`src/shared/rmx_pkg.sv`:
```
// package for the right adc input mix control register bank
package rmx_pkg;

    // ************************************************************
    // register map
    // ************************************************************
    localparam logic [7:0] ADDR_LINE_ONE = 8'h16;
    localparam logic [7:0] ADDR_LINE_TWO = 8'h17;
    localparam logic [7:0] RST_LINE_ONE = 8'h78;
    localparam logic [7:0] RST_LINE_TWO = 8'h78;
    localparam logic [7:0] WMASK_LINE_ONE = 8'hFF;
    localparam logic [7:0] WMASK_LINE_TWO = 8'hFC;

    // ************************************************************
    // field positions
    // ************************************************************
    localparam int DIFF_BIT = 7;
    localparam int LEVEL_HI = 6;
    localparam int LEVEL_LO = 3;
    localparam int PWR_BIT = 2;
    localparam int BIAS_BIT = 2;
    localparam int STEP_HI = 1;
    localparam int STEP_LO = 0;

    // ************************************************************
    // level and stepping codes
    // ************************************************************
    localparam logic [3:0] LEVEL_0DB = 4'h0;
    localparam logic [3:0] LEVEL_6DB = 4'h4;
    localparam logic [3:0] LEVEL_12DB = 4'h8;
    localparam logic [3:0] LEVEL_OFF = 4'hF;
    localparam logic [1:0] STEP_PER_FS = 2'h0;
    localparam logic [1:0] STEP_PER_TWO_FS = 2'h1;

    typedef enum logic [1:0] {
        RMX_STEP_ONE = 2'b00,
        RMX_STEP_TWO = 2'b01,
        RMX_STEP_OFF = 2'b10
    } rmx_step_e;

    // decoded settings of one line input
    typedef struct packed {
        logic diff;
        logic connected;
        logic [3:0] atten_half_db;
    } rmx_input_s;

    // decoded channel settings for the analog side
    typedef struct packed {
        rmx_input_s line_one;
        rmx_input_s line_two;
        logic adc_power;
        logic weak_bias;
        rmx_step_e step;
    } rmx_ctrl_s;

endpackage

```
`src/hw/rmx_decode.sv`:
```
// decoding of a 4-bit line input level field
`timescale 1ns/100ps
`default_nettype none
module rmx_decode (
    // level field
    input wire logic [3:0] level,
    input wire logic diff,
    // decoded settings
    output rmx_pkg::rmx_input_s dec
);
    logic connected;
    logic [3:0] atten;

    // any code other than the off code connects the input
    assign connected = (level != rmx_pkg::LEVEL_OFF);
    // each code step is 1.5 dB; kept as the code for the analog trim
    assign atten = connected ? level : rmx_pkg::LEVEL_12DB;
    assign dec = '{diff: diff, connected: connected, atten_half_db: atten};
endmodule
`default_nettype wire

```
`src/hw/rmx_reg8.sv`:
```
// one 8-bit control register with write mask and reset value
`timescale 1ns/100ps
`default_nettype none
module rmx_reg8 #(
    parameter logic [7:0] RESET_VAL = 8'h00,
    parameter logic [7:0] WMASK = 8'hFF
) (
    // clock and reset
    input wire logic clk,
    input wire logic nrst,
    // write port
    input wire logic wr_en,
    input wire logic [7:0] wr_data,
    // stored value
    output logic [7:0] q
);
    logic [7:0] next_q;

    // read-only bits keep their reset value whatever is written
    assign next_q = wr_en ? ((wr_data & WMASK) | (RESET_VAL & ~WMASK)) : q;

    // storage
    always_ff @(posedge clk) begin
        if (!nrst) begin
            q <= RESET_VAL;
        end else begin
            q <= next_q;
        end
    end
endmodule
`default_nettype wire

```
`src/hw/rmx_top.sv`:
```
// register bank steering the right adc input mix
`timescale 1ns/100ps
`default_nettype none

// How it works
// - bit 7 of the first register selects single-ended (0) or differential (1) for line one.
// - bits 6..3 of the first register set attenuation from 0 dB down 1.5 dB a step to -12 dB.
// - any gain code connects line one to the mix and code 1111, the reset value, disconnects.
// - bit 2 of the first register powers the right adc up when set, reset leaves it down.
// - bits 1..0 pick soft-stepping each sample, each two samples, or none for 10 and 11.
// - bit 7 of the second register selects single-ended or differential for line two.
// - line two level gives 0, -6 or -12 dB for 0000, 0100, 1000 and 1111 disconnects.
// - bit 2 of the second register weakly biases unselected inputs to common mode.
// - bits 1..0 of the second register are read-only zero and software writes zeros.
module rmx_top (
    // clock and reset
    input wire logic clk,
    input wire logic nrst,
    // register access port of the control bus
    input wire logic reg_wr,
    input wire logic [7:0] reg_addr,
    input wire logic [7:0] reg_wdata,
    output logic [7:0] reg_rdata,
    output logic reg_hit,
    // settings to the analog mixer and adc
    output rmx_pkg::rmx_ctrl_s ctrl
);

    // ************************************************************
    // address decode
    // ************************************************************
    logic [7:0] line_one_q;
    logic [7:0] line_two_q;
    logic sel_one;
    logic sel_two;
    logic [7:0] next_rdata;

    // decode shared by read and write paths
    assign sel_one = (reg_addr == rmx_pkg::ADDR_LINE_ONE);
    assign sel_two = (reg_addr == rmx_pkg::ADDR_LINE_TWO);
    assign reg_hit = sel_one | sel_two;

    // ************************************************************
    // registers
    // ************************************************************
    rmx_reg8 #(
        .RESET_VAL(rmx_pkg::RST_LINE_ONE),
        .WMASK(rmx_pkg::WMASK_LINE_ONE)
    ) u_line_one (
        .clk(clk),
        .nrst(nrst),
        .wr_en(reg_wr & sel_one),
        .wr_data(reg_wdata),
        .q(line_one_q)
    );

    // low two bits masked so they stay zero
    rmx_reg8 #(
        .RESET_VAL(rmx_pkg::RST_LINE_TWO),
        .WMASK(rmx_pkg::WMASK_LINE_TWO)
    ) u_line_two (
        .clk(clk),
        .nrst(nrst),
        .wr_en(reg_wr & sel_two),
        .wr_data(reg_wdata),
        .q(line_two_q)
    );

    // unmapped addresses read as zero
    assign next_rdata = sel_one ? line_one_q : (sel_two ? line_two_q : 8'h00);

    // registered read data
    always_ff @(posedge clk) begin
        if (!nrst) begin
            reg_rdata <= 8'h00;
        end else begin
            reg_rdata <= next_rdata;
        end
    end

    // ************************************************************
    // field decode
    // ************************************************************
    rmx_pkg::rmx_input_s dec_one;
    rmx_pkg::rmx_input_s dec_two;
    rmx_pkg::rmx_step_e step;
    logic [1:0] step_code;

    rmx_decode u_dec_one (
        .level(line_one_q[rmx_pkg::LEVEL_HI:rmx_pkg::LEVEL_LO]),
        .diff(line_one_q[rmx_pkg::DIFF_BIT]),
        .dec(dec_one)
    );

    rmx_decode u_dec_two (
        .level(line_two_q[rmx_pkg::LEVEL_HI:rmx_pkg::LEVEL_LO]),
        .diff(line_two_q[rmx_pkg::DIFF_BIT]),
        .dec(dec_two)
    );

    // codes 10 and 11 both fold into off
    assign step_code = line_one_q[rmx_pkg::STEP_HI:rmx_pkg::STEP_LO];
    assign step = (step_code == rmx_pkg::STEP_PER_FS) ? rmx_pkg::RMX_STEP_ONE :
        (step_code == rmx_pkg::STEP_PER_TWO_FS) ? rmx_pkg::RMX_STEP_TWO :
        rmx_pkg::RMX_STEP_OFF;

    // ************************************************************
    // control outputs, registered
    // ************************************************************
    rmx_pkg::rmx_ctrl_s next_ctrl;

    assign next_ctrl = '{
        line_one: dec_one,
        line_two: dec_two,
        adc_power: line_one_q[rmx_pkg::PWR_BIT],
        weak_bias: line_two_q[rmx_pkg::BIAS_BIT],
        step: step
    };

    // one cycle behind the register, keeps analog controls glitch free
    always_ff @(posedge clk) begin
        if (!nrst) begin
            ctrl <= '{
                line_one: '{diff: 1'b0, connected: 1'b0, atten_half_db: rmx_pkg::LEVEL_12DB},
                line_two: '{diff: 1'b0, connected: 1'b0, atten_half_db: rmx_pkg::LEVEL_12DB},
                adc_power: 1'b0,
                weak_bias: 1'b0,
                step: rmx_pkg::RMX_STEP_ONE
            };
        end else begin
            ctrl <= next_ctrl;
        end
    end

    // ************************************************************
    // checks
    // ************************************************************
    // the ctrl stage has its own reset, so a check that looks one edge back
    // skips the first edge after reset, when the past bytes are stale

    // level field of a stored register byte
    function automatic logic [3:0] level_of(input logic [7:0] r);
        return r[rmx_pkg::LEVEL_HI:rmx_pkg::LEVEL_LO];
    endfunction

    // soft-stepping field of the first register byte
    function automatic logic [1:0] step_of(input logic [7:0] r);
        return r[rmx_pkg::STEP_HI:rmx_pkg::STEP_LO];
    endfunction

    // the one level code that cuts an input off the mix
    function automatic logic is_cut(input logic [3:0] lvl);
        return lvl == rmx_pkg::LEVEL_OFF;
    endfunction

    // ************************************************************
    // reset values
    // ************************************************************
    // line one comes out of reset cut off, single-ended and powered down
    a_reset_one: assert property (@(posedge clk) disable iff (!nrst)
        !$past(nrst)
        |-> line_one_q == rmx_pkg::RST_LINE_ONE)
        else $error("line one register not at its reset value");

    // line two comes out of reset cut off with no weak bias
    a_reset_two: assert property (@(posedge clk) disable iff (!nrst)
        !$past(nrst)
        |-> line_two_q == rmx_pkg::RST_LINE_TWO)
        else $error("line two register not at its reset value");

    // the analog side sees nothing connected and the adc down after reset
    a_reset_ctrl: assert property (@(posedge clk) disable iff (!nrst)
        !$past(nrst)
        |-> !ctrl.adc_power && !ctrl.weak_bias && !ctrl.line_one.connected
            && !ctrl.line_two.connected)
        else $error("ctrl not at its reset value");

    // ************************************************************
    // register writes
    // ************************************************************
    // a write to line one lands whole at its own edge
    a_write_one: assert property (@(posedge clk) disable iff (!nrst)
        reg_wr && sel_one
        |=> line_one_q == $past(reg_wdata))
        else $error("line one write did not land");

    // a write to line two lands except for its read-only low bits
    a_write_two: assert property (@(posedge clk) disable iff (!nrst)
        reg_wr && sel_two
        |=> line_two_q == ($past(reg_wdata) & rmx_pkg::WMASK_LINE_TWO))
        else $error("line two write did not land");

    // without a write that hits, both bytes keep their settings
    a_hold_idle: assert property (@(posedge clk) disable iff (!nrst)
        !(reg_wr && reg_hit)
        |=> $stable(line_one_q) && $stable(line_two_q))
        else $error("register changed without a write");

    // the low bits of line two stay zero even when ones are written
    a_reserved_zero: assert property (@(posedge clk) disable iff (!nrst)
        reg_wr && sel_two
        |=> line_two_q[rmx_pkg::STEP_HI:rmx_pkg::STEP_LO] == 2'b00)
        else $error("reserved bits not zero");

    // and they never leave zero between writes either
    a_reserved_held: assert property (@(posedge clk) disable iff (!nrst)
        1'b1
        |-> line_two_q[rmx_pkg::STEP_HI:rmx_pkg::STEP_LO] == 2'b00)
        else $error("reserved bits left zero");

    // ************************************************************
    // read path
    // ************************************************************
    // the byte at line one's address shows up one edge after the address
    a_read_one: assert property (@(posedge clk) disable iff (!nrst)
        $past(nrst) && $past(sel_one)
        |-> reg_rdata == $past(line_one_q))
        else $error("line one read data wrong");

    // same for line two
    a_read_two: assert property (@(posedge clk) disable iff (!nrst)
        $past(nrst) && $past(sel_two)
        |-> reg_rdata == $past(line_two_q))
        else $error("line two read data wrong");

    // software always reads the reserved bits of line two as zero
    a_read_reserved: assert property (@(posedge clk) disable iff (!nrst)
        $past(nrst) && $past(sel_two)
        |-> reg_rdata[rmx_pkg::STEP_HI:rmx_pkg::STEP_LO] == 2'b00)
        else $error("reserved bits read back nonzero");

    // ************************************************************
    // line one and adc power
    // ************************************************************
    // wiring mode of line one follows its top bit one edge late
    a_diff_one: assert property (@(posedge clk) disable iff (!nrst)
        $past(nrst)
        |-> ctrl.line_one.diff == $past(line_one_q[rmx_pkg::DIFF_BIT]))
        else $error("line one wiring mode wrong");

    // every code but the cut-off code connects line one to the mix
    a_connect_one: assert property (@(posedge clk) disable iff (!nrst)
        $past(nrst)
        |-> ctrl.line_one.connected == !is_cut(level_of($past(line_one_q))))
        else $error("line one connection wrong");

    // a legal gain code goes to the analog trim unchanged, in 1.5 db steps
    a_atten_one: assert property (@(posedge clk) disable iff (!nrst)
        $past(nrst) && level_of($past(line_one_q)) <= rmx_pkg::LEVEL_12DB
        |-> ctrl.line_one.atten_half_db == level_of($past(line_one_q)))
        else $error("line one attenuation wrong");

    // a cut-off input parks its trim at the deepest legal step
    a_cut_one: assert property (@(posedge clk) disable iff (!nrst)
        $past(nrst) && is_cut(level_of($past(line_one_q)))
        |-> ctrl.line_one.atten_half_db == rmx_pkg::LEVEL_12DB)
        else $error("line one trim not parked when cut off");

    // adc power follows a write two edges later, register then ctrl stage
    a_power_follows: assert property (@(posedge clk) disable iff (!nrst)
        reg_wr && sel_one
        |-> ##2 ctrl.adc_power == $past(reg_wdata[rmx_pkg::PWR_BIT], 2))
        else $error("adc power does not follow write");

    // and it keeps matching the stored bit between writes
    a_power_level: assert property (@(posedge clk) disable iff (!nrst)
        $past(nrst)
        |-> ctrl.adc_power == $past(line_one_q[rmx_pkg::PWR_BIT]))
        else $error("adc power does not match register");

    // ************************************************************
    // soft-stepping
    // ************************************************************
    // code 00 steps the gain once per sample period
    a_step_each: assert property (@(posedge clk) disable iff (!nrst)
        $past(nrst) && step_of($past(line_one_q)) == rmx_pkg::STEP_PER_FS
        |-> ctrl.step == rmx_pkg::RMX_STEP_ONE)
        else $error("stepping not once per sample");

    // code 01 steps once every two sample periods
    a_step_pair: assert property (@(posedge clk) disable iff (!nrst)
        $past(nrst) && step_of($past(line_one_q)) == rmx_pkg::STEP_PER_TWO_FS
        |-> ctrl.step == rmx_pkg::RMX_STEP_TWO)
        else $error("stepping not once per two samples");

    // codes 10 and 11 both turn stepping off
    a_step_off: assert property (@(posedge clk) disable iff (!nrst)
        $past(nrst) && $past(line_one_q[rmx_pkg::STEP_HI])
        |-> ctrl.step == rmx_pkg::RMX_STEP_OFF)
        else $error("stepping not disabled");

    // ************************************************************
    // line two and weak bias
    // ************************************************************
    // wiring mode of line two follows its top bit one edge late
    a_diff_two: assert property (@(posedge clk) disable iff (!nrst)
        $past(nrst)
        |-> ctrl.line_two.diff == $past(line_two_q[rmx_pkg::DIFF_BIT]))
        else $error("line two wiring mode wrong");

    // only the cut-off code leaves line two off the mix
    a_connect_two: assert property (@(posedge clk) disable iff (!nrst)
        $past(nrst)
        |-> ctrl.line_two.connected == !is_cut(level_of($past(line_two_q))))
        else $error("line two connection wrong");

    // the legal codes for 0, -6 and -12 db reach the trim as stored
    a_atten_two: assert property (@(posedge clk) disable iff (!nrst)
        $past(nrst) && !is_cut(level_of($past(line_two_q)))
        |-> ctrl.line_two.atten_half_db == level_of($past(line_two_q)))
        else $error("line two attenuation wrong");

    // a cut-off line two parks its trim at the deepest legal step
    a_cut_two: assert property (@(posedge clk) disable iff (!nrst)
        $past(nrst) && is_cut(level_of($past(line_two_q)))
        |-> ctrl.line_two.atten_half_db == rmx_pkg::LEVEL_12DB)
        else $error("line two trim not parked when cut off");

    // weak common-mode bias follows its stored bit one edge late
    a_bias_follows: assert property (@(posedge clk) disable iff (!nrst)
        $past(nrst)
        |-> ctrl.weak_bias == $past(line_two_q[rmx_pkg::BIAS_BIT]))
        else $error("weak bias wrong");
endmodule
`default_nettype wire

```
`config.mk`:
```
export PLATFORM = sky130hd
export DESIGN_NAME = rmx_top
export DESIGN_NICKNAME = d
export VERILOG_FILES = /design/src/shared/rmx_pkg.sv /design/src/hw/rmx_decode.sv /design/src/hw/rmx_reg8.sv /design/src/hw/rmx_top.sv
export SDC_FILE = /design/constraint.sdc
export NUM_CORES = 1
export LEC_CHECK = 0
export ABC_AREA = 1
export BUFFER_PORTS_ARGS = -buffer_cell sky130_fd_sc_hd__buf_4
export CORE_ASPECT_RATIO = 1.5
export CORE_UTILIZATION = 40
export CTS_BUF_LIST = sky130_fd_sc_hd__clkbuf_8
export DETAILED_ROUTE_END_ITERATION = 8
export GPL_ROUTABILITY_DRIVEN = 0
export GPL_TIMING_DRIVEN = 0
export PLACE_DENSITY = 0.75
export SLEW_MARGIN = 20
export SYNTH_ARGS = -nofsm -noshare
export SYNTH_HDL_FRONTEND = slang
export SYNTH_SLANG_ARGS = --single-unit
```
`constraint.sdc`:
```
create_clock -name clk -period 0.9 [get_ports clk]
set_input_delay 0.18 -clock clk [delete_from_list [all_inputs] [get_ports clk]]
set_output_delay 0.18 -clock clk [all_outputs]
set_load 0.005 [all_outputs]
```
==> out/qor.yml, run 1 <==
sta:
  setup_viol: 2
  period_share_pct: 120
  fin_ws_ns: -0.181
  holdWs_ns: 0.124
  rsz0062_at_grt: "true"
  slew_headroom_pct: 68.4
  period_minus_slack_ns: 1.08
  tightestPinTransition_ns: 0.474
  setup_tns_ns: -0.226
  worst_clock_skew_ns: 0.00255
  max_freq_mhz: 925
  drv_slew: 0
  hold_viol: 0
finish:
  stdcell_area_um2: 2270
  final_util_pct: 65.9
  nFillCells: 306
  area.growth.synth_to_final_pct: 53.9
  antenna_cells: 0
  drive_gt1_share_pct: 49.0
  nets: 261
run_status:
  status: "finished with violations"
  violations: "setup timing"
critical_path:
  cp.required_ns: 0.72
  start_kind: "input port"
  rrSetupSlack_ns: -0.04
  worstPathMaxFanout: 4
  endpoint_kind: "output port"
  rr_worst_depth: 5
  worstSetupPathType: "in2out"
  critPathArrivalTime_ns: 0.90
clock_network:
  cts.sinks: 38
  numCtsBuffers: 5
  cts_tree: "yes"
  hold_buffers: 0
  clock_latency_ns: 0.29
  clock-root-buffer: "clkbuf_8"
  clock_path_buffers: 2
  htree_levels: 2
  clk_pin_slew_worst_paths_ns: 0.07
logic_synthesis:
  yosys_warnings: 0
  syn-num-nets: 197
  synth_cells: 178
  synth-seq-cells: 38
  seq_area_frac_synth_pct: 51.6
  syn_area_um2: 1480
  avgSynthCellArea_um2: 8.29
  yosys.cell_types.count: 22
drt:
  routed_wl_um: 3330
  drtAntennaViolNets: 0
  drt-initial-drc-count: 18
  dr_total_vias: 1337
  drc: 0
  dr.pass1.iters: 4
  wire_per_inst_um: 11.7
  via_per_inst: 4.69
floorplan:
  io_pins: 44
  die_w_um: 51.6
  start_util_pct: 42.8
  rows: 26
  fp.dieArea_um2: 3940
  core_area_um2: 3450
  die_h_um: 76.4
power_and_ir_drop:
  p_leak_nw: 1.21
  finalPower_mw: 3.29
  peakVddDrop_uv: 1020
  p_per_area_nw_per_um2: 1450
place:
  hpwl_um: 2260
  placed_cell_area_um2: 1900
  io_buffer_count: 43
global_route:
  grt_antenna_before_repair: 0
  overflow: 0
  grt_util_all_layers_pct: 18.5
  grt_start_max_net_pins: 12
  grt_pass1_wl_um: 5220
  grt_pass1_vias: 1245
run:
  drv_cap: 0
hold_path:
  hp-class: "in2reg"
  hold_depth: 3
-- path summary, 6_finish.rpt --
check / endpoint / from
worst min register to register: ctrl[0] / u_line_one.q[1]
worst min-delay path: u_line_two.q[2] / reg_wdata[2]
worst max register to register: ctrl[7] / u_line_two.q[4]
worst max-delay path: reg_hit / reg_addr[7]
-- where the power goes --
group	switching, mW	internal [mW]	total [mW]
registers	0.00211	1.68	1.69
logic	0.134	0.115	0.249
clock network	0.580	0.773	1.35
total	0.716	2.57	3.29
-- state kept, by name, summed over array words and instances (netlist names) --
register / cells
u_line_one.q: 8
u_line_two.q: 6
ctrl: 16
reg_rdata: 8
-- cell usage after synthesis --
cell / number / area, µm²
clkbuf_1: 2 / 7.51
or2_1: 2 / 12.5
o21ai_0: 1 / 5.00
inv_2: 5 / 18.8
nand4_1: 13 / 81.3
nor2_8: 3 / 60.1
nor2_4: 1 / 11.3
and2_4: 1 / 8.76
inv_1: 28 / 105
nor3_1: 1 / 5.00
nand2_1: 45 / 169
nor2_2: 3 / 18.8
nand3_1: 14 / 70.1
nand3_4: 2 / 35.0
buf_2: 1 / 5.00
a41oi_2: 1 / 16.3
dfxtp_1: 38 / 761
nand2_2: 2 / 12.5
and2_1: 2 / 12.5
nand2_4: 1 / 11.3
nor2_1: 11 / 41.3
buf_4: 1 / 7.51
-- metal layers --
metal	track usage [%]	wire length, µm	vias up
met2	33.4	1880	43
met1	17.4	1150	609
li1	-	-	676
met4	12.7	146	0
met5	0	0	-
met3	3.99	156	9
-- metrics by stage --
step                      setup WS (ns)  cells
after floorplan                 -0.0274    178
after global placement           -0.392    263
after detailed placement         -0.381    263
after CTS                        -0.181    283
after global routing             -0.214    285
final                            -0.181    285
-- layout by cell type (no fill, tap or decap), drive strengths merged --
cell	instances
nor2	18
and2	3
or2	2
clkbuf	10
nand4	13
dfxtp	38
nor3	1
nand2	48
buf	59
nand3	16
o21ai	1
a41oi	1
inv	33
-- layout make-up --
cell class	instances	area, µm²	share of cell area [%]
Sequential cell	38	787	34.7
Multi-Input combinational cell	103	638	28.1
Timing Repair Buffer	57	512	22.5
Inverter	33	148	6.50
Clock buffer	8	110	4.85
Tap cell	42	52.6	2.31
Buffer	4	23.8	1.05
-- repair_timing --
action | CTS | global route
setup endpoints to repair | 10 | 36
gates cloned | 0 | 1
pin swaps | 11 | 8
setup buffers | 12 | 1
resized for setup | 24 | 36
hold endpoints to repair | 0 | 0
-- critical path: stages --
cell and delay (ns):
buf_4 0.09, inv_4 0.03, nand2_4 0.07, nor2_8 0.05
and2_4 0.13, or2_1 0.21, buf_4 0.14
-- kinds of logic after synthesis --
logic type             Yosys count  share of synthesized area [%]
and+or+nand+nor                101                           37.2
DFF                             38                           51.6
buffers and inverters           37                           9.75
AOI/OAI and AO/OA                2                           1.44
(Power assumes the default switching activity.)
==> inputs of run 2 (changes only) <==
--- a/config.mk
+++ b/config.mk
@@ -5,7 +5,6 @@
 export SDC_FILE = /design/constraint.sdc
 export NUM_CORES = 1
 export LEC_CHECK = 0
-export ABC_AREA = 1
 export BUFFER_PORTS_ARGS = -buffer_cell sky130_fd_sc_hd__buf_4
 export CORE_ASPECT_RATIO = 1.5
 export CORE_UTILIZATION = 40
@@ -13,7 +12,7 @@
 export DETAILED_ROUTE_END_ITERATION = 8
 export GPL_ROUTABILITY_DRIVEN = 0
 export GPL_TIMING_DRIVEN = 0
-export PLACE_DENSITY = 0.75
+export PLACE_DENSITY = 0.8
 export SLEW_MARGIN = 20
 export SYNTH_ARGS = -nofsm -noshare
 export SYNTH_HDL_FRONTEND = slang
==> run 2 against run 1 <==
Net effect:
- the flow still finishes with violations (setup timing)
- power is 1.7% lower
- synthesized cell count shrank 31%
- wire length shrank 11%
- critical endpoint is now u_line_two.q[5]
==> out/qor.yml, run 2 <==
floorplan:
  core_area_um2: 3160  # -8.4%
  die_w_um: 49.0  # -5.0%
  rows: 25  # -3.8%
  start_util_pct: 41.9  # -0.84 points
  die_h_um: 72.5  # -5.1%
  io_pins: 44  # unchanged
  fp.dieArea_um2: 3550  # -9.9%
drt:
  drt-initial-drc-count: 29  # +11
  dr.pass1.iters: 4  # unchanged
  wire_per_inst_um: 13.5  # +15%
  via_per_inst: 4.81  # +2.5%
  drc: 0  # unchanged
  route.met3.wl_um: 137  # -12%
  wl_met1_um: 1150  # -0.52%
  drtAntennaViolNets: 0  # unchanged
  routed_wl_um: 2980  # -11%
  dr_total_vias: 1063  # -20%
  dr_wl_met2_um: 1620  # -14%
  routed.top_layer: "met4"
sta:
  period_minus_slack_ns: 1.09  # +0.0101 ns
  setup_viol: 20  # +18
  rsz0062_at_grt: "true"
  tightestPinTransition_ns: 0.394  # -0.0803 ns
  setup_tns_ns: -2.31  # -2.08 ns
  period_share_pct: 121  # +1.1 points
  hold_viol: 0  # unchanged
  worst_clock_skew_ns: 0.00485  # +0.00230 ns
  max_freq_mhz: 916  # -0.92%
  fin_ws_ns: -0.192  # -0.0101 ns
  slew_headroom_pct: 73.7  # +5.4 points
  holdWs_ns: 0.111  # -0.0137 ns
  drv_slew: 0  # unchanged
logic_synthesis:
  avgSynthCellArea_um2: 10.8  # +30%
  synth_top_area_share_pct: 57.4  # +5.8 points
  yosys.area.top_type: "dfxtp_1"
  yosys_most_used_dff: "dfxtp_1"
  async_flop_share_pct: 0  # unchanged
  yosys.cell_types.count: 21  # -4.5%
  synth_edf_count: 0  # unchanged
  yosys_warnings: 0  # unchanged
  synth_common_cells: "dfxtp_1, mux2i_1, nand2_1, nor2b_1, inv_1"
  syn_area_um2: 1330  # -10%
  synth-seq-cells: 38  # unchanged
  synth.most_common_cell: "dfxtp_1"
  seq_area_frac_synth_pct: 57.4  # +5.8 points
  syn-num-nets: 142  # -28%
  synthTopCellsByArea: "dfxtp_1, mux2i_1, nor2b_1, nand2_1, inv_1"
  synth_cells: 123  # -31%
clock_network:
  clock-root-buffer: "clkbuf_8"
  cts_tree: "yes"
  clk_pin_slew_worst_paths_ns: 0.07  # about the same
  cts.sinks: 38  # unchanged
  numCtsBuffers: 5  # unchanged
  clock_latency_ns: 0.29  # about the same
  hold_buffers: 0  # unchanged
  clock_path_buffers: 2  # unchanged
  htree_levels: 2  # unchanged
finish:
  instances_no_fill: 221  # -22%
  nets: 199  # -24%
  drive_gt1_share_pct: 51.9  # +3.0 points
  reg_top3: "ctrl x16, reg_rdata x8, u_line_one.q x8"
  largest_reg_flops: 16  # unchanged
  nFillCells: 238  # -22%
  top_register: "ctrl"
  final_util_pct: 65.0  # -0.87 points
  area.growth.synth_to_final_pct: 55.0
  final_common_cell: "buf_4"
  layout_common_cells: "buf_4, buf_6, dfxtp_2, mux2i_1, dfxtp_1"
  antenna_cells: 0  # unchanged
global_route:
  grt_start_max_net_pins: 12  # unchanged
  grt_pass1_wl_um: 4460  # -14%
  overflow: 0  # unchanged
  grt_antenna_before_repair: 0  # unchanged
  grt_util_all_layers_pct: 16.8  # -1.7 points
  grt_pass1_vias: 990  # -20%
power_and_ir_drop:
  swShare_pct: 19.8  # -2.0 points
  p_leak_nw: 1.00  # -17%
  power.internal_mw: 2.59  # +0.84%
  clockPowerShare_pct: 42.1  # +1.0 points
  power_switching_mw: 0.640  # -11%
  finalPower_mw: 3.23  # -1.7%
  p_per_area_nw_per_um2: 1570  # +8.8%
  combPwrFrac_pct: 5.8  # -1.8 points
  seqPwrFrac_pct: 52.1  # +0.8 points
  peakVddDrop_uv: 1000  # -1.8%
critical_path:
  critPathArrivalTime_ns: 1.30  # +0.40 ns
  worstSetupPathType: "in2reg"
  worstPathMaxFanout: 6  # +2
  start_kind: "input port"
  cp.required_ns: 1.11  # +0.39 ns
  endpoint_kind: "register"
run:
  drv_cap: 0  # unchanged
place:
  io_buffer_count: 42  # -2.3%
  numPlacedInstances: 205  # -22%
  hpwl_um: 2020  # -11%
run_status:
  violations: "setup timing"
  status: "finished with violations"
hold_path:
  hp-class: "in2reg"
run 2: cell count changes after synthesis, moves of 5 or more:
| cell | delta |
|---|---|
| and3_1 | +5 |
| inv_1 | -19 |
| inv_2 | -5 |
| mux2i_1 | +19 |
| nand2_1 | -32 |
| nand3_1 | -13 |
| nand4_1 | -10 |
| nor2b_1 | +11 |
run 2: stage by stage:
stage          instance area (µm²)  worst slack (ns)
3_5_place_dp                  1700            -0.417
5_1_grt                       2050            -0.235
6_report                      2050            -0.192
2_1_floorplan                 1340            -0.191
3_3_place_gp                  1700            -0.350
4_1_cts                       1890            -0.151
run 2: repair_timing:
action / 4_1_cts / 5_1_grt
gates resized for setup: 12 / 48
setup buffers: 5 / 3
setup endpoints to repair: 22 / 50
pin swaps: 4 / 5
run 2: area by class of cell:
class,instances,area [µm²],share of cell area [%]
plain buffers,5,45.0,2.19
clock buffers,5,68.8,3.35
clock inverters,3,37.5,1.83
inverters,9,33.8,1.65
multi-input cells,71,574,28.0
flip-flops and latches,38,786,38.3
well taps,40,50.0,2.44
repair buffers,50,458,22.3
run 2: cell families (layout without fill, tap and decap cells):
group,count (synthesis),count (layout),synth area share [%]
AND/OR/NAND/NOR,49,49,21.8
flip-flops,38,38,57.4
multiplexers,19,19,14.4
buffers and inverters,14,72,4.82
AO/OA/AOI/OAI,3,3,1.61
run 2: power groups by stage:
stage | clock network, mW | logic [mW] | registers [mW]
floorplan | 0 | 0.0709 | 1.72
global placement | 0 | 0.150 | 1.72
detailed placement | 0 | 0.156 | 1.72
CTS | 1.37 | 0.169 | 1.68
global route | 1.44 | 0.200 | 1.68
finish | 1.36 | 0.187 | 1.68
run 2: final timing paths:
kind | startpoint | end | slack [ns] | cells after the start
setup / recovery | reg_addr[3] | u_line_two.q[5] | -0.19 | 6
hold / removal | reg_addr[0] | reg_rdata[0] | 0.11 | 2
setup reg to reg | u_line_two.q[3] | ctrl[6] | 0.04 | 2
hold reg to reg | u_line_one.q[1] | ctrl[0] | 0.41 | 1
run 2: worst max-delay path, stage by stage:
cell	delay, ns
buf_6	0.09
and4bb_4	0.37
buf_6	0.11
and4_1	0.20
buf_6	0.16
mux2i_1	0.20
run 2: layer usage:
layer / up-vias / GRT usage, %
met5: - / 0
met4: 0 / 8.82
met3: 7 / 3.35
met2: 39 / 31.2
met1: 496 / 17.7
li1: 521 / -
